File: src/rtl/pil_pkg.sv
// Shared constants for the priority interrupt logic and its sequencer end
package pil_pkg;
   // Pulse times of one word cycle: T24 down to T0, then Tp
   localparam int PT_W = 5;
   localparam logic [PT_W-1:0] PT_START = 5'h18;
   localparam logic [PT_W-1:0] PT_LAST = 5'h00;
   localparam logic [PT_W-1:0] PT_TP = 5'h19;
   localparam logic [PT_W-1:0] PT_WIN_HI = 5'h16;
   localparam logic [PT_W-1:0] PT_WIN_LO = 5'h11;
   localparam logic [PT_W-1:0] PT_SET_INT = 5'h0A;
   localparam logic [PT_W-1:0] PT_LOAD = 5'h09;
   // Channel set and vector lines
   localparam int CH_GROUP = 16;
   localparam int FIRST_SINGLE_CH = 5;
   localparam int VEC_W = 10;
   localparam int ADDR_W = 14;
   localparam logic [VEC_W-1:0] VECTOR_BASE_DEF = 10'h040;
   // Sequencer register map (byte addresses)
   localparam logic [3:0] REG_STATUS = 4'h0;
   localparam logic [3:0] REG_MASK = 4'h4;
   localparam logic [3:0] REG_CTRL = 4'h8;
   localparam logic [3:0] REG_STATE = 4'hC;
   localparam int EV_W = 3;
   localparam int EV_ENTER = 0;
   localparam int EV_END = 1;
   localparam int EV_RESUME = 2;
   localparam int CTRL_RUN = 0;
   localparam int ST_HALT = 0;
   localparam int ST_PEND = 1;
   localparam int ST_END = 2;
   localparam int ST_VEC_LSB = 16;
   localparam logic [EV_W-1:0] MASK_RST = 3'h0;
   localparam logic CTRL_RUN_RST = 1'b1;
endpackage : pil_pkg

File: src/rtl/pil_link_if.sv
// Link between the priority interrupt logic and the instruction sequencer
`timescale 1ns/1ns
`default_nettype none
interface pil_link_if;
   import pil_pkg::*;
   logic [PT_W-1:0] pulseTime;
   logic endCyclePhaseBit;
   logic memoryInterlaceActive;
   logic acknowledgeStrobe;
   logic serviceEndStrobe;
   logic forwardedRequest;
   logic singleInstructionActive;
   logic [VEC_W-1:0] vectorAddressLines;

   modport dev (
      input pulseTime, endCyclePhaseBit, memoryInterlaceActive,
      input acknowledgeStrobe, serviceEndStrobe,
      output forwardedRequest, singleInstructionActive, vectorAddressLines
   );
   modport seq (
      output pulseTime, endCyclePhaseBit, memoryInterlaceActive,
      output acknowledgeStrobe, serviceEndStrobe,
      input forwardedRequest, singleInstructionActive, vectorAddressLines
   );
endinterface : pil_link_if
`default_nettype wire

File: src/rtl/pil_sequencer.sv
// Instruction sequencer end: pulse timing, pending flag, address load, registers
`timescale 1ns/1ns
`default_nettype none
module pil_sequencer
   import pil_pkg::*;
(
   input wire logic core_clk, // Pulse clock
   input wire logic sys_rst, // Stop/reset, synchronous
   input wire logic clkEn, // Freezes all state while low
   pil_link_if.seq link, // Priority logic side
   input wire logic endCycleRequest, // Next word cycle is an end cycle
   input wire logic haltInstruction, // Halt instruction executed, pulse
   input wire logic parityErrorFlag, // Parity error stop
   input wire logic interlaceIn, // Memory interlace in progress
   input wire logic indirectBranch, // Indirect unconditional branch executing
   input wire logic [ADDR_W-1:0] programCounter, // Current program count
   output logic [ADDR_W-1:0] memAddress, // Address register contents
   output logic vectorToAddressLoad, // Vector loaded this T9, pulse
   output logic addressLoad, // Any address load this T9, pulse
   output logic programCounterHold, // Do not advance program counter
   output logic haltFlag, // Halted
   input wire logic wb_cyc_i, // Wishbone cycle
   input wire logic wb_stb_i, // Wishbone strobe
   input wire logic wb_we_i, // Wishbone write
   input wire logic [3:0] wb_sel_i, // Wishbone byte select
   input wire logic [3:0] wb_adr_i, // Wishbone byte address
   input wire logic [31:0] wb_dat_i, // Wishbone write data
   output logic [31:0] wb_dat_o, // Wishbone read data
   output logic wb_ack_o, // Wishbone acknowledge
   output logic irq // Level interrupt
);
   typedef struct packed {
      logic [PT_W-1:0] pulse;
      logic endCyc;
      logic intPend;
      logic halt;
      logic [ADDR_W-1:0] addr;
      logic vecLoad;
      logic anyLoad;
      logic [EV_W-1:0] status;
      logic [EV_W-1:0] mask;
      logic runSw;
      logic ack;
      logic [31:0] rdat;
   } pil_seq_state_s;

   pil_seq_state_s s;
   pil_seq_state_s next_s;
   logic inWindow;
   logic endStrobe;
   logic [EV_W-1:0] events;
   logic [31:0] rdMux;
   logic wrHit;

   assign inWindow = (s.pulse <= PT_WIN_HI) && (s.pulse >= PT_WIN_LO);
   assign endStrobe = inWindow && (indirectBranch
      || (link.singleInstructionActive && !interlaceIn && s.endCyc));

   always_comb begin
      unique case (wb_adr_i)
         REG_STATUS: rdMux = 32'(s.status);
         REG_MASK: rdMux = 32'(s.mask);
         REG_CTRL: rdMux = 32'(s.runSw);
         REG_STATE: rdMux = {6'h00, link.vectorAddressLines, 13'h0000,
            s.endCyc, s.intPend, s.halt};
         default: rdMux = 32'h00000000;
      endcase
   end

   assign wrHit = s.ack && wb_cyc_i && wb_stb_i && wb_we_i && wb_sel_i[0];

   always_comb begin
      next_s = s;
      events = '0;
      if (clkEn) begin
         next_s.vecLoad = 1'b0;
         next_s.anyLoad = 1'b0;
         unique case (s.pulse)
            PT_TP: next_s.pulse = PT_START;
            PT_LAST: next_s.pulse = PT_TP;
            default: next_s.pulse = s.pulse - 5'h01;
         endcase
         if (s.pulse == PT_TP) begin
            next_s.endCyc = endCycleRequest;
         end
         if (haltInstruction) begin
            next_s.halt = 1'b1;
         end
         if (s.pulse == PT_SET_INT) begin
            if (s.endCyc && link.forwardedRequest && !s.intPend) begin
               next_s.intPend = 1'b1;
               events[EV_ENTER] = 1'b1;
               if (s.halt && s.runSw && !parityErrorFlag) begin
                  next_s.halt = 1'b0;
                  events[EV_RESUME] = 1'b1;
               end
            end else if (s.intPend && !s.endCyc) begin
               next_s.intPend = 1'b0;
            end
         end
         if (s.pulse == PT_LOAD && s.endCyc) begin
            if (!s.intPend) begin
               next_s.addr = programCounter;
               next_s.anyLoad = 1'b1;
            end else if (!interlaceIn) begin
               next_s.addr = ADDR_W'(link.vectorAddressLines);
               next_s.vecLoad = 1'b1;
               next_s.anyLoad = 1'b1;
            end
         end
         if (endStrobe && s.pulse == PT_WIN_HI) begin
            events[EV_END] = 1'b1;
         end
         next_s.ack = wb_cyc_i && wb_stb_i && !s.ack;
         next_s.rdat = rdMux;
         if (wrHit && wb_adr_i == REG_STATUS) begin
            next_s.status = s.status & ~wb_dat_i[EV_W-1:0];
         end
         if (wrHit && wb_adr_i == REG_MASK) begin
            next_s.mask = wb_dat_i[EV_W-1:0];
         end
         if (wrHit && wb_adr_i == REG_CTRL) begin
            next_s.runSw = wb_dat_i[CTRL_RUN];
         end
         // An event in the clearing cycle stays set
         next_s.status = next_s.status | events;
      end
   end

   always_ff @(posedge core_clk) begin
      if (sys_rst) begin
         s <= '{pulse: PT_START, mask: MASK_RST, runSw: CTRL_RUN_RST, default: '0};
      end else begin
         s <= next_s;
      end
   end

   assign link.pulseTime = s.pulse;
   assign link.endCyclePhaseBit = s.endCyc;
   assign link.memoryInterlaceActive = interlaceIn;
   assign link.acknowledgeStrobe = s.intPend && !s.endCyc && inWindow;
   assign link.serviceEndStrobe = endStrobe;
   assign programCounterHold = link.singleInstructionActive;
   assign memAddress = s.addr;
   assign vectorToAddressLoad = s.vecLoad;
   assign addressLoad = s.anyLoad;
   assign haltFlag = s.halt;
   assign wb_dat_o = s.rdat;
   // A frozen slave must not show an acknowledge it cannot complete
   assign wb_ack_o = s.ack && clkEn;
   assign irq = |(s.status & s.mask);
endmodule : pil_sequencer
`default_nettype wire

File: src/flat_wrapper.sv
// flat-port wrapper written by rule: the top's interface ports become plain ports
module pil_sequencer_flat import pil_pkg::*;
  (core_clk, sys_rst, clkEn, endCycleRequest, haltInstruction, parityErrorFlag, interlaceIn, indirectBranch, programCounter, memAddress, vectorToAddressLoad, addressLoad, programCounterHold, haltFlag, wb_cyc_i, wb_stb_i, wb_we_i, wb_sel_i, wb_adr_i, wb_dat_i, wb_dat_o, wb_ack_o, irq, link_pulseTime, link_endCyclePhaseBit, link_memoryInterlaceActive, link_acknowledgeStrobe, link_serviceEndStrobe, link_forwardedRequest, link_singleInstructionActive, link_vectorAddressLines);
  pil_link_if link_i ();
  input wire logic core_clk;
  input wire logic sys_rst;
  input wire logic clkEn;
  input wire logic endCycleRequest;
  input wire logic haltInstruction;
  input wire logic parityErrorFlag;
  input wire logic interlaceIn;
  input wire logic indirectBranch;
  input wire logic [ADDR_W-1:0] programCounter;
  output logic [ADDR_W-1:0] memAddress;
  output logic vectorToAddressLoad;
  output logic addressLoad;
  output logic programCounterHold;
  output logic haltFlag;
  input wire logic wb_cyc_i;
  input wire logic wb_stb_i;
  input wire logic wb_we_i;
  input wire logic [3:0] wb_sel_i;
  input wire logic [3:0] wb_adr_i;
  input wire logic [31:0] wb_dat_i;
  output logic [31:0] wb_dat_o;
  output logic wb_ack_o;
  output logic irq;
  output wire logic [$bits(link_i.pulseTime)-1:0] link_pulseTime;
  output wire logic [$bits(link_i.endCyclePhaseBit)-1:0] link_endCyclePhaseBit;
  output wire logic [$bits(link_i.memoryInterlaceActive)-1:0] link_memoryInterlaceActive;
  output wire logic [$bits(link_i.acknowledgeStrobe)-1:0] link_acknowledgeStrobe;
  output wire logic [$bits(link_i.serviceEndStrobe)-1:0] link_serviceEndStrobe;
  input wire logic [$bits(link_i.forwardedRequest)-1:0] link_forwardedRequest;
  input wire logic [$bits(link_i.singleInstructionActive)-1:0] link_singleInstructionActive;
  input wire logic [$bits(link_i.vectorAddressLines)-1:0] link_vectorAddressLines;
  assign link_pulseTime = link_i.pulseTime;
  assign link_endCyclePhaseBit = link_i.endCyclePhaseBit;
  assign link_memoryInterlaceActive = link_i.memoryInterlaceActive;
  assign link_acknowledgeStrobe = link_i.acknowledgeStrobe;
  assign link_serviceEndStrobe = link_i.serviceEndStrobe;
  assign link_i.forwardedRequest = link_forwardedRequest;
  assign link_i.singleInstructionActive = link_singleInstructionActive;
  assign link_i.vectorAddressLines = link_vectorAddressLines;
  pil_sequencer u_core (.core_clk(core_clk), .sys_rst(sys_rst), .clkEn(clkEn), .link(link_i), .endCycleRequest(endCycleRequest), .haltInstruction(haltInstruction), .parityErrorFlag(parityErrorFlag), .interlaceIn(interlaceIn), .indirectBranch(indirectBranch), .programCounter(programCounter), .memAddress(memAddress), .vectorToAddressLoad(vectorToAddressLoad), .addressLoad(addressLoad), .programCounterHold(programCounterHold), .haltFlag(haltFlag), .wb_cyc_i(wb_cyc_i), .wb_stb_i(wb_stb_i), .wb_we_i(wb_we_i), .wb_sel_i(wb_sel_i), .wb_adr_i(wb_adr_i), .wb_dat_i(wb_dat_i), .wb_dat_o(wb_dat_o), .wb_ack_o(wb_ack_o), .irq(irq));
endmodule
File: config.mk
export PLATFORM = sky130hd
export DESIGN_NAME = pil_sequencer_flat
export DESIGN_NICKNAME = d
export VERILOG_FILES = /design/src/rtl/pil_pkg.sv /design/src/rtl/pil_link_if.sv /design/src/rtl/pil_sequencer.sv /design/src/flat_wrapper.sv
export SDC_FILE = /design/constraint.sdc
export NUM_CORES = 1
export LEC_CHECK = 0
export BUFFER_PORTS_ARGS = -buffer_cell sky130_fd_sc_hd__buf_2
export CAP_MARGIN = 20
export CORE_MARGIN = 2
export CORE_UTILIZATION = 41
export CTS_CLUSTER_SIZE = 40
export DETAILED_ROUTE_END_ITERATION = 12
export GPL_TIMING_DRIVEN = 0
export PLACE_DENSITY_LB_ADDON = 0.1
export REMOVE_ABC_BUFFERS = 1
export SLEW_MARGIN = 25
export SYNTH_ARGS = -nofsm -noshare
export SYNTH_HDL_FRONTEND = slang
export SYNTH_SLANG_ARGS = --single-unit
File: constraint.sdc
create_clock -name core_clk -period 1.5 [get_ports core_clk]
set_clock_uncertainty 0.05 [all_clocks]
set_input_delay 0.15 -clock core_clk [delete_from_list [all_inputs] [get_ports core_clk]]
set_output_delay 0.15 -clock core_clk [all_outputs]
set_load 0.005 [all_outputs]
==> impl_results.md <==
- Pre-antenna DRT Iters: 4
- Post-synth top flop: dfxtp_1
- Num CTS Buffers: 5
- Post-CTS Hold Buffers: 0
- Htree depth: 2
- Routing usage on met3: 0.04475
- Die Span X: 85.34 um
- Post-DP HPWL: 4227 um
- Peak VDD IR: 0.4320 mV
- Total track usage: 0.1760
- Remaining Overflow, GRT: 0
- Fmax: 559.8 MHz
- Vias in the first global route: 2013
- Pins Over Slew Limit: 0
- Layout area overhead: 12.09%
- Total Wirelength: 6393 um
- Critical Path AT: 1590 ps
- CP endpoint kind: output port
- Cell area after synthesis: 2713 um^2
- Fin util: 0.4761
- Leakage power: 1.233 nW
- Violated checks: setup timing
- Crit path time final: 1786 ps
- Syn Inst Count: 289
- Largest fanout on the critical path: 2
- DRT antenna net count: 0
- Worst path cell trace: or4_1 -> o211ai_1 -> nor3b_1 -> buf_2
- Fin cells: 416
- FF+latch count, synth: 45
- Final WS setup: -286.4 ps
- Final setup vio count: 19
- Netlist cell types: 55
- Post-synth ARST share: 0
- Worst-Margin Slew: 603.9 ps
- Drc violations: 0
- Worst skew pair latency: 300 ps
- RSZ-0062 raised after global routing: true
- 1st-iter DRT viols: 88
- DP Worst Slack: -257.7 ps
- Layer with the highest usage: met2
- Power, Total: 2.637 mW
- Share of the synthesized area in the top cell type: 0.3321
- Synth area leaders: dfxtp_1, buf_4, a221oi_2
- Startpoint Class: flop
- Largest net degree at the start of global routing: 56
- N_diodes: 0
- Power per Cell Area: 867.3 nW/um^2
- Final net count: 419
- GP Congestion: 0.7648
- Sequential area share after synthesis: 0.3321
- Final worst path period share: 1.191
- Final Hold Viols: 0
- Setup CP Type: reg2out
- DR WL/cell: 15.37 um
- Required time worst endpoint: 1300 ps
- Area leader, netlist: dfxtp_1
- Setup Total Neg Slack: -1806 ps
- Initial Util: 0.4248
- Die ar.: 7283 um^2
- Clk buf depth: 2
- DR vias/cell: 5.163
- Clock-pin transition on the worst setup and hold timing paths: 90 ps
- Clock Tree Root: clkbuf_8
- Cells after DPL: 400
- CTS tree: done
- Crit path largest cell delay: 500 ps
- I/O pins: 138
- Slowest-stage cell, CP: or4_1
- Max Cap Violations: 0
- First-pass GRT wire length: 10300 um
- Initial antenna violation count: 0
- Met1 usage: 0.2324
- # rows: 29
- Syn_area_per_cell: 9.386 um^2
- Fillers: 649
- Status: finished, violations left
- Hold Crit Class: in2reg
- Synth warn: 0
- Post-synth EDFFs: 0
- Grt met2 use: 0.2884
- Clock Sink Count: 45
- Max-slew headroom: 0.5974
- Most frequent cells in the layout: buf_2, dfxtp_1, inv_1, conb_1
- DR vias: 2148
- CORE AREA: 6386 um^2
- Port bufs: 86
- Die H: 85.34 um
- Commonest non-fill, non-tap cell in the layout: buf_2
- Layout cells sized above 1: 0.4130
==> worst paths after layout <==
| path | depth (start not counted) | from | slack, ps | to |
|---|---|---|---|---|
| setup / recovery | 4 | u_core.link.pulseTime[1]$_SDFFE_PP0P_ | -290 | link_acknowledgeStrobe |
| setup reg to reg | 6 | u_core.link.pulseTime[1]$_SDFFE_PP0P_ | -110 | u_core.memAddress[7]$_SDFFE_PP0P_ |
| hold / removal | 3 | programCounter[10] | 40 | u_core.memAddress[10]$_SDFFE_PP0P_ |
| hold reg to reg | 2 | u_core.memAddress[9]$_SDFFE_PP0P_ | 410 | u_core.memAddress[9]$_SDFFE_PP0P_ |
==> final cells by class <==
cell class | count | area (um^2) | area share
clock inverters | 2 | 37.54 | 0.01235
flip-flops and latches | 45 | 914.6 | 0.3008
multi-input cells | 169 | 1330 | 0.4374
repair buffers | 93 | 485.5 | 0.1597
inverters | 24 | 93.84 | 0.03086
clock buffers | 6 | 82.58 | 0.02716
well taps | 77 | 96.34 | 0.03169
==> synthesized netlist by cell type, drive strengths merged, types with 2 or more instances <==
| cell type | count |
|---|---|
| nand2 | 5 |
| nand4 | 4 |
| a211oi | 2 |
| a31oi | 2 |
| buf | 61 |
| nor4b | 3 |
| nor4 | 2 |
| nand2b | 15 |
| clkbuf | 9 |
| xnor2 | 3 |
| o32ai | 7 |
| ha | 4 |
| inv | 23 |
| or3b | 2 |
| nor2b | 3 |
| nand3 | 3 |
| nand3b | 4 |
| o22ai | 10 |
| nor2 | 15 |
| and4bb | 2 |
| dfxtp | 45 |
| a21oi | 7 |
| mux2i | 6 |
| nand4b | 2 |
| a32oi | 10 |
| and3b | 3 |
| o31ai | 2 |
| a221oi | 10 |
| and2 | 5 |
| a2bb2oi | 2 |
| nor3b | 2 |
| o21ai | 2 |
==> what timing repair did <==
item / 4_1_cts / 5_1_grt
setup buffers: 3 / 3
gates cloned: 2 / 0
gates resized for setup: 13 / 11
pin swaps: 5 / 3
setup endpoints to repair: 24 / 29
==> stage by stage <==
stage               hold slack [ps]  area, um^2
finish                        43.44        3040
floorplan                     166.2        2237
CTS                           44.09        2960
global placement              350.4        2764
global route                  42.71        3040
detailed placement            360.9        2776
==> metal layers <==
metal  part of all wire  vias up  wire [um]
li1                   -     1064          -
met1               0.46     1002       2913
met2               0.47       76       3015
met3              0.064        6        410
met4             0.0084        0         54
met5                  0        -          0
==> cells by family after synthesis <==
group	after synthesis	share of synthesized area
AOI/OAI and AO/OA	59	0.1877
xor gates and xnor gates	3	0.009688
adders and majority gates	4	0.01845
buffers and inverters	95	0.2334
DFF	45	0.3321
muxes	7	0.03044
other	1	0.001382
and+or+nand+nor	75	0.1868
==> state kept, by name, indices dropped and copies added, names as in the netlist <==
name and flops:
u_core.addressLoad 1, u_core.haltFlag 1, u_core.link.endCyclePhaseBit 1, u_core.link.pulseTime 5, u_core.memAddress 14, u_core.s 9, u_core.vectorToAddressLoad 1, u_core.wb_dat_o 13
==> report_power, final <==
part	internal, mW	switching [mW]	leakage [nW]
sequential	1.22	0.0368	0.367
clock	0.542	0.435	0.0574
combinational	0.197	0.206	0.809
total	1.96	0.678	1.23
==> critical path, delay by kind of cell, from the launching register on <==
kind	cells	cell delay, ps
buf+inv	1	130
compound gates	1	230
flops	1	350
simple gates	2	580
Note: power is estimated with default switching activity, not from simulation.
